$ cat config.mk
export PLATFORM = sky130hd
export DESIGN_NAME = exception_lowpower_reset_status
export DESIGN_NICKNAME = d
export VERILOG_FILES = /design/src/pkg/exception_lowpower_reset_status_pkg.sv /design/src/verilog/exception_lowpower_reset_status.sv
export VERILOG_INCLUDE_DIRS = /design/src /design/src/pkg
export SDC_FILE = /design/constraint.sdc
export NUM_CORES = 1
export LEC_CHECK = 0
export BUFFER_PORTS_ARGS = -buffer_cell sky130_fd_sc_hd__buf_2
export CAP_MARGIN = 20
export CORE_ASPECT_RATIO = 1.5
export CORE_MARGIN = 2
export CORE_UTILIZATION = 56
export CTS_BUF_LIST = sky130_fd_sc_hd__clkbuf_2 sky130_fd_sc_hd__clkbuf_4 sky130_fd_sc_hd__clkbuf_8
export DETAILED_ROUTE_END_ITERATION = 8
export PLACE_DENSITY_LB_ADDON = 0.05
export SLEW_MARGIN = 20
export SYNTH_ARGS = -nofsm -noshare
export SYNTH_HDL_FRONTEND = slang
export SYNTH_SLANG_ARGS = --single-unit
$ cat constraint.sdc
create_clock -name clk -period 3.21 [get_ports clk]
set_clock_uncertainty 0.2 [all_clocks]
set_input_delay 0.1605 -clock clk [delete_from_list [all_inputs] [get_ports clk]]
set_output_delay 0.1605 -clock clk [all_outputs]
set_load 0.03 [all_outputs]
$ cat src/pkg/exception_lowpower_reset_status_map.svh
// constants for the exception, low-power and reset-status block
// assumes inclusion by bare name from the design file
`ifndef EXCEPTION_LOWPOWER_RESET_STATUS_MAP_SVH
`define EXCEPTION_LOWPOWER_RESET_STATUS_MAP_SVH

// register indices on the plain register port
`define BREAK_EXIT_STATUS_OFS 2'h0
`define RESET_SOURCE_STATUS_OFS 2'h1
`define BREAK_FLAG_CLEAR_CONTROL_OFS 2'h2

// field positions
`define BREAK_WAIT_EXIT_FLAG_BIT 0
`define BREAK_FLAG_CLEAR_ENABLE_BIT 7
`define RSR_POWER_ON_BIT 7
`define RSR_SOURCES_LSB 1

// reset values
`define BREAK_EXIT_STATUS_RST 8'h00
`define RESET_SOURCE_STATUS_RST 8'h80
`define BREAK_FLAG_CLEAR_CONTROL_RST 8'h00

// stop recovery in oscillator clock cycles
`define STOP_RECOVERY_OSC_CYCLES 4096
// bus clock cycles per oscillator clock cycle
`define OSC_DIVIDE 1

`endif

$ cat src/pkg/exception_lowpower_reset_status_pkg.sv
// types for the exception, low-power and reset-status block
// assumes the map header sits on the include path
package exception_lowpower_reset_status_pkg;

  // sequencer states, one-hot
  typedef enum logic [4:0] {
    st_run = 5'h01,
    st_wait = 5'h02,
    st_stop = 5'h04,
    st_recover = 5'h08,
    st_stack = 5'h10
  } seq_state_type;

  // one flag per reset source, same order as in the status register
  typedef struct packed {
    logic ext_pin;
    logic watchdog;
    logic bad_opcode;
    logic bad_fetch_address;
    logic forced_monitor_entry;
    logic low_voltage;
  } rst_src_type;

  // clock gating group towards the clock generator
  typedef struct packed {
    logic cpu_clk_en;
    logic periph_clk_en;
    logic bus_out_en;
    logic osc_en;
  } clk_ctl_type;

endpackage

$ cat src/verilog/exception_lowpower_reset_status.sv
// interrupt sequencing, wait and stop control, reset-source status
// assumes cpu, interrupt sources and reset sources share clk
//
// Decided for this implementation: the address map and the plain strobed port.
`timescale 1ns/1ps
`include "exception_lowpower_reset_status_map.svh"

module exception_lowpower_reset_status
  import exception_lowpower_reset_status_pkg::*;
#(
  parameter int NUM_IRQ = 8,
  parameter int STOP_RECOVERY_CYC = `STOP_RECOVERY_OSC_CYCLES,
  parameter int OSC_DIV = `OSC_DIVIDE
)
(
  input wire logic clk,
  input wire logic nrst,
  input wire logic [1:0] reg_addr,
  input wire logic [7:0] reg_wdata,
  input wire logic reg_wr,
  input wire logic reg_rd,
  output logic [7:0] reg_rdata,
  input wire logic instr_done,
  input wire logic cpu_i_mask,
  input wire logic software_interrupt_instruction,
  input wire logic wait_exec,
  input wire logic stop_exec,
  input wire logic [NUM_IRQ-1:0] irq_req,
  input wire logic [NUM_IRQ-1:0] irq_en,
  input wire logic break_req,
  input wire logic break_state,
  input wire logic watchdog_disable_cfg,
  input wire logic ext_rst_pin_n,
  input wire logic watchdog_rst,
  input wire logic bad_opcode_rst,
  input wire logic opcode_fetch,
  input wire logic fetch_unmapped,
  input wire logic monitor_entry_rst,
  input wire logic low_voltage_rst,
  output logic int_start,
  output logic [$clog2(NUM_IRQ+1)-1:0] int_vector,
  output logic stack_high_index,
  output logic i_mask_clear,
  output clk_ctl_type clk_ctl,
  output logic sys_counter_clear,
  output logic watchdog_run,
  output logic system_reset
);

  localparam int VW = $clog2(NUM_IRQ+1);
  localparam int RW = $clog2(STOP_RECOVERY_CYC+1);
  localparam int DW = $clog2(OSC_DIV+1);
  localparam logic [VW-1:0] SWI_VEC = VW'(NUM_IRQ);
  localparam logic [RW-1:0] REC_LAST = RW'(STOP_RECOVERY_CYC - 1);
  localparam logic [DW-1:0] DIV_LAST = DW'(OSC_DIV - 1);

  seq_state_type state_q;
  seq_state_type state_d;
  logic [VW-1:0] vec_q;
  logic [VW-1:0] vec_d;
  logic [RW-1:0] rec_cnt_q;
  logic [DW-1:0] div_q;
  logic osc_tick;
  logic [2:0] pin_sync_q;
  logic pin_low_q;
  rst_src_type src;
  logic any_rst;
  logic [NUM_IRQ-1:0] pend;
  logic pend_any;
  logic take_int;
  logic [7:0] bes_q;
  logic [7:0] rsr_q;
  logic [7:0] bfc_q;
  logic clear_ok;
  logic rsr_rd;
  logic bes_wr;
  logic brk_wake_q;
  logic cpu_gate_q;
  logic was_wait_q;

  // lowest index wins; returns NUM_IRQ when nothing pends
  function automatic logic [VW-1:0] prio_sel(input logic [NUM_IRQ-1:0] p);
    logic [VW-1:0] r;
    r = SWI_VEC;
    for (int i = NUM_IRQ - 1; i >= 0; i--)
    begin
      if (p[i])
      begin
        r = VW'(i);
      end
    end
    return r;
  endfunction

  // register index decode, used by reads and writes
  function automatic logic hit(input logic [1:0] a, input logic [1:0] ofs);
    return a == ofs;
  endfunction

  // pin passes three flops; level moves once the last two agree
  always_ff @(posedge clk)
  begin
    if (!nrst)
    begin
      pin_sync_q <= 3'h7;
      pin_low_q <= 1'b0;
    end
    else
    begin
      pin_sync_q <= {pin_sync_q[1:0], ext_rst_pin_n};
      if (pin_sync_q[2] == pin_sync_q[1])
      begin
        pin_low_q <= ~pin_sync_q[2];
      end
    end
  end

  assign src.bad_fetch_address = opcode_fetch & fetch_unmapped;
  assign src.ext_pin = pin_low_q;
  assign src.watchdog = watchdog_rst;
  assign src.bad_opcode = bad_opcode_rst;
  assign src.forced_monitor_entry = monitor_entry_rst;
  assign src.low_voltage = low_voltage_rst;
  assign any_rst = |src;

  // request qualification, enable bit per source
  assign pend = irq_req & irq_en;
  assign pend_any = |pend;
  // mask and enable gate entry; swi bypasses mask
  assign take_int = software_interrupt_instruction |
                    (pend_any & ~cpu_i_mask);

  // oscillator-rate enable pulse from a divider
  always_ff @(posedge clk)
  begin
    if (!nrst || div_q == DIV_LAST)
    begin
      div_q <= '0;
    end
    else
    begin
      div_q <= div_q + DW'(1);
    end
  end
  assign osc_tick = (div_q == DIV_LAST);

  // sequencer next state; reset sources override everything
  always_comb
  begin
    state_d = state_q;
    vec_d = vec_q;
    case (state_q)
      st_run:
      begin
        if (instr_done)
        begin
          if (wait_exec)
          begin
            state_d = st_wait;
          end
          else if (stop_exec)
          begin
            state_d = st_stop;
          end
          else if (take_int)
          begin
            state_d = st_stack;
            vec_d = software_interrupt_instruction ? SWI_VEC :
                    prio_sel(pend);
          end
        end
      end
      st_wait:
      begin
        if (break_req)
        begin
          state_d = st_stack;
          vec_d = SWI_VEC;
        end
        else if (pend_any)
        begin
          state_d = st_stack;
          vec_d = prio_sel(pend);
        end
      end
      st_stop:
      begin
        if (pend_any || break_req)
        begin
          state_d = st_recover;
          vec_d = break_req ? SWI_VEC : prio_sel(pend);
        end
      end
      st_recover:
      begin
        // stack only after the full delay
        if (osc_tick && rec_cnt_q == REC_LAST)
        begin
          state_d = st_stack;
        end
      end
      st_stack:
      begin
        state_d = st_run;
      end
      default:
      begin
        state_d = st_run;
      end
    endcase
    if (any_rst)
    begin
      state_d = st_run;
    end
  end

  // sequencer state and latched vector
  always_ff @(posedge clk)
  begin
    if (!nrst)
    begin
      state_q <= st_run;
      vec_q <= '0;
    end
    else
    begin
      state_q <= state_d;
      vec_q <= vec_d;
    end
  end

  // stop recovery counter, oscillator rate
  always_ff @(posedge clk)
  begin
    if (!nrst || state_q != st_recover)
    begin
      rec_cnt_q <= '0;
    end
    else if (osc_tick && rec_cnt_q != REC_LAST)
    begin
      rec_cnt_q <= rec_cnt_q + RW'(1);
    end
  end

  // remember a break wake-up from wait for the status flag
  always_ff @(posedge clk)
  begin
    if (!nrst)
    begin
      brk_wake_q <= 1'b0;
    end
    else
    begin
      brk_wake_q <= state_q == st_wait && break_req && !any_rst;
    end
  end

  // previous-cycle wait marker, turns the mask clear into one pulse
  always_ff @(posedge clk)
  begin
    if (!nrst)
    begin
      was_wait_q <= 1'b0;
    end
    else
    begin
      was_wait_q <= state_q == st_wait;
    end
  end

  // cpu clock gate; registered so the output is a flop
  always_ff @(posedge clk)
  begin
    if (!nrst)
    begin
      cpu_gate_q <= 1'b1;
    end
    else
    begin
      cpu_gate_q <= state_d == st_run || state_d == st_stack;
    end
  end

  // cpu gated in wait, peripherals kept; stop halts all
  assign clk_ctl.cpu_clk_en = cpu_gate_q;
  assign clk_ctl.periph_clk_en = state_q != st_stop;
  assign clk_ctl.bus_out_en = state_q != st_stop;
  assign clk_ctl.osc_en = state_q != st_stop;
  // system counter held clear while stopped
  assign sys_counter_clear = state_q == st_stop;
  // watchdog keeps counting in wait unless disabled
  assign watchdog_run = ~watchdog_disable_cfg & (state_q != st_stop);
  // mask cleared as wait is entered
  assign i_mask_clear = state_q == st_wait && !was_wait_q;
  assign int_start = state_q == st_stack;
  assign int_vector = vec_q;
  // high index byte is not part of the stack frame
  assign stack_high_index = 1'b0;
  // any source resets, ahead of interrupts
  assign system_reset = any_rst;

  // status clearing allowed outside break or when enabled
  // break clear gating
  assign clear_ok = ~break_state | bfc_q[`BREAK_FLAG_CLEAR_ENABLE_BIT];
  assign rsr_rd = reg_rd & hit(reg_addr, `RESET_SOURCE_STATUS_OFS);
  assign bes_wr = reg_wr & hit(reg_addr, `BREAK_EXIT_STATUS_OFS) &
                  ~reg_wdata[`BREAK_WAIT_EXIT_FLAG_BIT];

  // break exit flag; set wins over a write of zero
  always_ff @(posedge clk)
  begin
    if (!nrst || any_rst)
    begin
      bes_q <= `BREAK_EXIT_STATUS_RST;
    end
    // set by break wake, cleared by zero write
    else if (brk_wake_q)
    begin
      bes_q[`BREAK_WAIT_EXIT_FLAG_BIT] <= 1'b1;
    end
    else if (bes_wr && clear_ok)
    begin
      bes_q[`BREAK_WAIT_EXIT_FLAG_BIT] <= 1'b0;
    end
  end

  // reset source flags; a new reset beats a clearing read
  always_ff @(posedge clk)
  begin
    if (!nrst)
    begin
      rsr_q <= `RESET_SOURCE_STATUS_RST;
    end
    else if (any_rst)
    begin
      rsr_q <= {1'b0, src, 1'b0};
    end
    else if (rsr_rd && clear_ok)
    begin
      rsr_q <= 8'h00;
    end
  end

  // break flag clear control, plain read/write
  always_ff @(posedge clk)
  begin
    if (!nrst)
    begin
      bfc_q <= `BREAK_FLAG_CLEAR_CONTROL_RST;
    end
    else if (reg_wr && hit(reg_addr, `BREAK_FLAG_CLEAR_CONTROL_OFS))
    begin
      bfc_q[`BREAK_FLAG_CLEAR_ENABLE_BIT] <=
        reg_wdata[`BREAK_FLAG_CLEAR_ENABLE_BIT];
    end
  end

  // eight-bit read data, one cycle after the strobe
  always_ff @(posedge clk)
  begin
    if (!nrst || !reg_rd)
    begin
      reg_rdata <= 8'h00;
    end
    else if (hit(reg_addr, `BREAK_EXIT_STATUS_OFS))
    begin
      reg_rdata <= bes_q;
    end
    else if (hit(reg_addr, `RESET_SOURCE_STATUS_OFS))
    begin
      reg_rdata <= rsr_q;
    end
    else if (hit(reg_addr, `BREAK_FLAG_CLEAR_CONTROL_OFS))
    begin
      reg_rdata <= bfc_q;
    end
    else
    begin
      reg_rdata <= 8'h00;
    end
  end

  a_entry_at_end: assert property (@(posedge clk) disable iff (!nrst)
    state_q == st_run && !instr_done |=> state_q != st_stack)
    else $error("entry without instruction end");

  a_mask_blocks: assert property (@(posedge clk) disable iff (!nrst)
    state_q == st_run && instr_done && cpu_i_mask && !wait_exec &&
    !stop_exec && !software_interrupt_instruction && !any_rst
    |=> state_q == st_run)
    else $error("masked request taken");

  // latched vector is the top pending request
  a_prio_pick: assert property (@(posedge clk) disable iff (!nrst)
    state_q == st_run && instr_done && !wait_exec && !stop_exec &&
    !software_interrupt_instruction && pend_any && !cpu_i_mask &&
    !any_rst |=> int_start && int_vector == prio_sel($past(pend)))
    else $error("wrong priority vector");

  a_swi_enters: assert property (@(posedge clk) disable iff (!nrst)
    state_q == st_run && instr_done && software_interrupt_instruction &&
    !wait_exec && !stop_exec && !any_rst
    |=> int_start && int_vector == SWI_VEC)
    else $error("swi not taken");

  a_wait_clocks: assert property (@(posedge clk) disable iff (!nrst)
    state_q == st_wait && $past(state_q) == st_wait
    |-> !clk_ctl.cpu_clk_en && clk_ctl.periph_clk_en)
    else $error("wait clock gating wrong");

  a_wait_wake: assert property (@(posedge clk) disable iff (!nrst)
    state_q == st_wait && pend_any && !any_rst |=> int_start)
    else $error("late wake from wait");

  a_stop_off: assert property (@(posedge clk) disable iff (!nrst)
    state_q == st_stop |-> !clk_ctl.bus_out_en && !clk_ctl.osc_en &&
    !clk_ctl.periph_clk_en && sys_counter_clear)
    else $error("stop left clocks on");

  // no stacking before recovery count done
  a_recover_hold: assert property (@(posedge clk) disable iff (!nrst)
    state_q == st_recover && rec_cnt_q != REC_LAST |=> !int_start)
    else $error("stack before stop recovery");

  a_read_clear: assert property (@(posedge clk) disable iff (!nrst)
    rsr_rd && clear_ok && !any_rst |=> rsr_q == 8'h00 ##1
    ($past(any_rst) || rsr_q == 8'h00))
    else $error("reset status not cleared");

  // flags hold in break without enable
  a_break_hold: assert property (@(posedge clk) disable iff (!nrst)
    rsr_rd && !clear_ok && !any_rst |=> $stable(rsr_q))
    else $error("flags cleared in break");

  // fetch fault flag needs an opcode fetch
  a_fetch_only: assert property (@(posedge clk) disable iff (!nrst)
    $rose(rsr_q[`RSR_SOURCES_LSB + 2]) |-> $past(opcode_fetch))
    else $error("address flag without fetch");

  // break wake sets the exit flag two cycles on
  a_break_flag: assert property (@(posedge clk) disable iff (!nrst)
    state_q == st_wait && break_req && !any_rst ##1 !any_rst
    |=> bes_q[`BREAK_WAIT_EXIT_FLAG_BIT])
    else $error("break exit flag not set");

  // wait entry pulses the mask clear and stops the cpu clock
  a_wait_mask: assert property (@(posedge clk) disable iff (!nrst)
    state_q == st_run && instr_done && wait_exec && !any_rst
    |=> i_mask_clear && !clk_ctl.cpu_clk_en)
    else $error("wait entry did not clear mask");

endmodule

======== Word-level counts from Yosys, hierarchy flattened ========
Index checks and enable logic that the tools add are counted.
storage, ports and cells
  register bits ........................... 47
  output and inout bits ................... 22
  input bits .............................. 45
  word-level logic and storage cells ...... 112
cells by class
  bitwise operators ....................... 15
  reduce and logical (&&, ||, !) cells .... 26
  $add $sub $neg .......................... 2
  muxes and demuxes ....................... 35
  equality and inequality tests ........... 20
operator list
  operator                 count
  $mux W4                  17
  $mux W5                  9
  $mux W8                  4
  $pmux W5 S4              1
  $add A13 B1 Y13 const B  1
  $eq A13 B12 Y1 const B   1
  $ne A13 B12 Y1 const B   1
  $pmux W4 S3              1
  $eq A5 B1 Y1 const B     2
  $eq A5 B5 Y1 const B     2
  $and A8 B8 Y8            1
  $logic_and A1 B1 Y1      8
  $ne A2 B2 Y1 const B     4
  $reduce_or A8 Y1         1
  $reduce_and A7 Y1        1
  $and A1 B1 Y1            6
  $logic_or A1 B1 Y1       6
  $not A1 Y1               6
  $reduce_or A6 Y1         1
  $eq A5 B2 Y1 const B     1
  $eq A5 B3 Y1 const B     1
  $eq A5 B4 Y1 const B     1
  $ne A5 B3 Y1 const B     1
  $ne A5 B4 Y1 const B     1
  13 further kinds         20

======== Longest topological paths before layout ========
  word-level depth ........................ 15
  gate-level depth with buffers ........... 6
  depth with buffers taken out ............ 6

======== Least setup slack after synthesis ========
Ideal clock, no wire load.
  path type ............................... reg-to-output
  start point ............................. register state_q[0]
  end point ............................... output clk_ctl[1] (netlist name)
  cell stages (with the launch flop) ...... 7
  buffers on the path ..................... 3
  data required time ...................... 2849 ps
  arrival ................................. 1704 ps
  path slack .............................. 1145 ps
  cells stage by stage .................... dfxtp_1 clkbuf_1 nor3_1 and3_1 clkbuf_1 inv_1 buf_4
RTL lines
  what                    RTL line                                text
  from (decl)             exception_lowpower_reset_status.sv:57   seq_state_type state_q;
  from (signal assigned)  exception_lowpower_reset_status.sv:222  state_q <= st_run;
  from (signal assigned)  exception_lowpower_reset_status.sv:227  state_q <= state_d;
  to (decl)               exception_lowpower_reset_status.sv:44   output clk_ctl_type clk_ctl,

======== Final worst setup path ========
  start point ............................. input bad_opcode_rst
  end point ............................... register state_q[0]
between the ends
  longest elaborated chain between the ends .. 2
RTL lines
  what              RTL line                                text
  from (decl)       exception_lowpower_reset_status.sv:35   input wire logic bad_opcode_rst,
  $reduce_or A6 Y1  exception_lowpower_reset_status.sv:124  assign any_rst = |src;
  $mux W5           exception_lowpower_reset_status.sv:211  if (any_rst)
Every way passes these cells.
A chain may end at the register's enable or synchronous reset.

==> flow_summary.json <==
{
  "cts_resized": 0,
  "drc": 0,
  "critical_path_depth": 7,
  "numClockSinks": 47,
  "path_delay_family": "buffers and inverters",
  "grt_pass1_vias": 1845,
  "final_util_pct": 74.59,
  "port_buffers": 59,
  "place.gp.congestion": 0.8470,
  "num_rows": 27,
  "syn_area_per_cell_um2": 8.790,
  "async_flop_share_pct": 0,
  "criticalPathCategory": "primary input to flip-flop",
  "ys_ff_latch": 47,
  "holdWs_ps": 17.93,
  "synth-edff-count": 0,
  "fin_tns_setup_ps": 0,
  "yosysSeqAreaShare_pct": 44.42,
  "min_path_type": "primary input to flip-flop",
  "outcome": "completed",
  "r2r_setup_slack_ps": 600,
  "setup_violations": 0,
  "endpoint_kind": "flip-flop",
  "drt-pass1-iter-count": 4,
  "critPathMaxStageDelay_ps": 620,
  "wl_per_cell_um": 13.23,
  "max_freq_ghz": 0.3496,
  "antenna_found_initial": 0,
  "drt_wl_total_um": 4776,
  "h-tree-depth": 2,
  "ir_worst_vdd_mv": 0.4162,
  "hold_start": "cpu_i_mask",
  "floorplan.initialDensity_pct": 58.06,
  "r2r_end": "state_q[0]$_SDFF_PN1_",
  "whs_endpoint": "cpu_gate_q$_SDFF_PN1_",
  "slew_violations": 0,
  "cts-root-buf": "clkbuf_8",
  "drive_gt1_share_pct": 23.27,
  "yosys_most_used_dff": "dfxtp_1",
  "nNetsFinal": 363,
  "dr.first_iter.drc_count": 39,
  "fin_crit_ps": 2861,
  "tightest_slew_ps": 665.3,
  "insertion_delay_ps": 300,
  "track_usage_pct": 24.22,
  "crit_top_cell": "dlygate4sd3_1",
  "die_h_um": 79.33,
  "crit_path_max_fanout": 4,
  "placed_area_um2": 2407,
  "cellPowerDensity_nw_per_um2": 401.6,
  "dp_hpwl_um": 3418,
  "fin_ws_ps": 349.5,
  "crit_chain": "dlygate4sd3_1 > buf_2 > a2111oi_0 > nand3_1 > a211oi_1 > o211ai_1 > dlygate4sd3_1",
  "num-fill-cells": 308,
  "cts_buffers": 5,
  "ant_nets": 0,
  "whs_path_depth": 3,
  "design_area_um2": 2721,
  "worstPathArrival_ps": 2850,
  "grt_max_degree": 15,
  "routed_via_density": 5.501,
  "layout_commonest_cell": "buf_2",
  "grt_overflow": 0,
  "clockBufferDepth": 2,
  "yosys_warnings": 0,
  "layout_common_cells": "buf_2 (59), dfxtp_1 (47), nor2_1 (35)",
  "n_antenna_cell": 0,
  "core_um2": 3649,
  "rr_startpoint": "pin_low_q$_SDFFE_PN0N_",
  "dr_total_vias": 1986,
  "grt_pass1_wl_um": 7734,
  "cp_data_required_time_ps": 3200,
  "ioPinCount": 67,
  "synth.distinct_cells": 54,
  "fin_crit_sh_pct": 89.11,
  "cts_tree": "built",
  "grt_setup_unrepaired": "false",
  "die-area_um2": 4301,
  "start_kind": "primary input",
  "relSlewSlack_pct": 54.50,
  "hold_violations": 0,
  "reg2regPathDepth": 5,
  "area_growth_pct": 28.47,
  "die_w_um": 54.22,
  "p_leak_nw": 1.129,
  "clk_pin_slew_worst_paths_ps": 80,
  "syn_area_um2": 2118,
  "pre_cts_ws_ps": 1032,
  "critPathBufInv": 3,
  "slowest_stage": "a2111oi_0",
  "synth_cells": 241,
  "cap_violations": 0
}
==> worst max-delay path by stage <==
stage / from / to
2_1_floorplan: state_q[0]$_SDFF_PN1_ / clk_ctl[1]
3_3_place_gp: opcode_fetch / cpu_gate_q$_SDFF_PN1_
3_5_place_dp: opcode_fetch / cpu_gate_q$_SDFF_PN1_
4_1_cts: bad_opcode_rst / state_q[0]$_SDFF_PN1_
5_1_grt: fetch_unmapped / state_q[0]$_SDFF_PN1_
6_report: bad_opcode_rst / state_q[0]$_SDFF_PN1_
==> flip-flops by register name, indices dropped and copies added (netlist names) <==
register,flops
bes_q,1
bfc_q,1
brk_wake_q,1
cpu_gate_q,1
div_q,1
int_vector,4
pin_low_q,1
pin_sync_q,3
rec_cnt_q,13
reg_rdata,8
rsr_q,7
state_q,5
was_wait_q,1
==> metal layers <==
| layer | up-vias | wire, um | track usage, % |
|---|---|---|---|
| li1 | 1013 | - | - |
| met1 | 905 | 1835 | 23.35 |
| met2 | 60 | 2649 | 46.14 |
| met3 | 8 | 215 | 5.263 |
| met4 | 0 | 76 | 9.750 |
| met5 | - | 0 | 0 |
==> area by class of cell <==
type / instances / area (um^2) / area share, %
Multi-Input combinational cell: 176 / 1091 / 40.09
Sequential cell: 47 / 940.9 / 34.57
Timing Repair Buffer: 80 / 505.5 / 18.57
Clock buffer: 7 / 96.34 / 3.540
Tap cell: 43 / 53.80 / 1.977
Inverter: 7 / 26.28 / 0.9655
Clock inverter: 1 / 7.507 / 0.2759
==> Yosys cell counts, types with 2 or more instances <==
library cell,count,area share (%)
dfxtp_1,47,44
nor2_1,35,6.2
nand2_1,22,3.9
nand3_1,11,2.6
a21oi_1,9,2.1
and3_1,9,2.7
and2_1,7,2.1
clkbuf_1,7,1.2
a22oi_1,6,2.1
inv_1,6,1.1
xor2_1,6,2.5
buf_4,5,1.8
nand2b_1,5,1.5
xnor2_1,5,2.1
a211oi_1,4,1.4
mux2i_1,4,1.9
nand4_1,4,1.2
and4_1,3,1.2
nor3_1,3,0.71
a311oi_1,2,0.83
a32oi_1,2,0.83
nand3b_1,2,0.71
nand4b_1,2,0.83
nor2b_1,2,0.59
nor4b_1,2,0.83
o211ai_1,2,0.71
o21ai_0,2,0.47
==> power breakdown <==
group / internal [W] / total [W] / switching (W) / leakage (nW)
Sequential: 0.000592 / 0.000596 / 0.00000462 / 0.382
Clock: 0.000196 / 0.000383 / 0.000188 / 0.0505
Combinational: 0.0000553 / 0.000113 / 0.0000581 / 0.697
==> stage by stage <==
step                cells  total power, W
floorplan             242       0.0006623
global placement      332       0.0007033
detailed placement    332       0.0007044
CTS                   361        0.001104
global route          361        0.001139
finish                361        0.001093
==> repair_timing <==
item | CTS | global route
buffers inserted | 0 | 0
hold buffers | 21 | 0
endpoints found under the hold margin | 17 | 0
==> logic make-up after synthesis <==
group	after synthesis	share of synthesized area [%]
other	1	0.1770
xor gates and xnor gates	11	4.548
adders and majority gates	1	0.5906
and+or+nand+nor	114	28.00
DFF	47	44.42
muxes	4	1.890
buffers and inverters	19	4.253
AOI/OAI and AO/OA	44	16.13
==> worst reg2reg max path, cell delays in order, from the launching register on <==
cell and delay (ps):
dfxtp_1 340, a2111oi_0 540, nand3_1 310, a211oi_1 420
o211ai_1 130, dlygate4sd3_1 570
No activity file was read; power rests on OpenSTA's default activity.
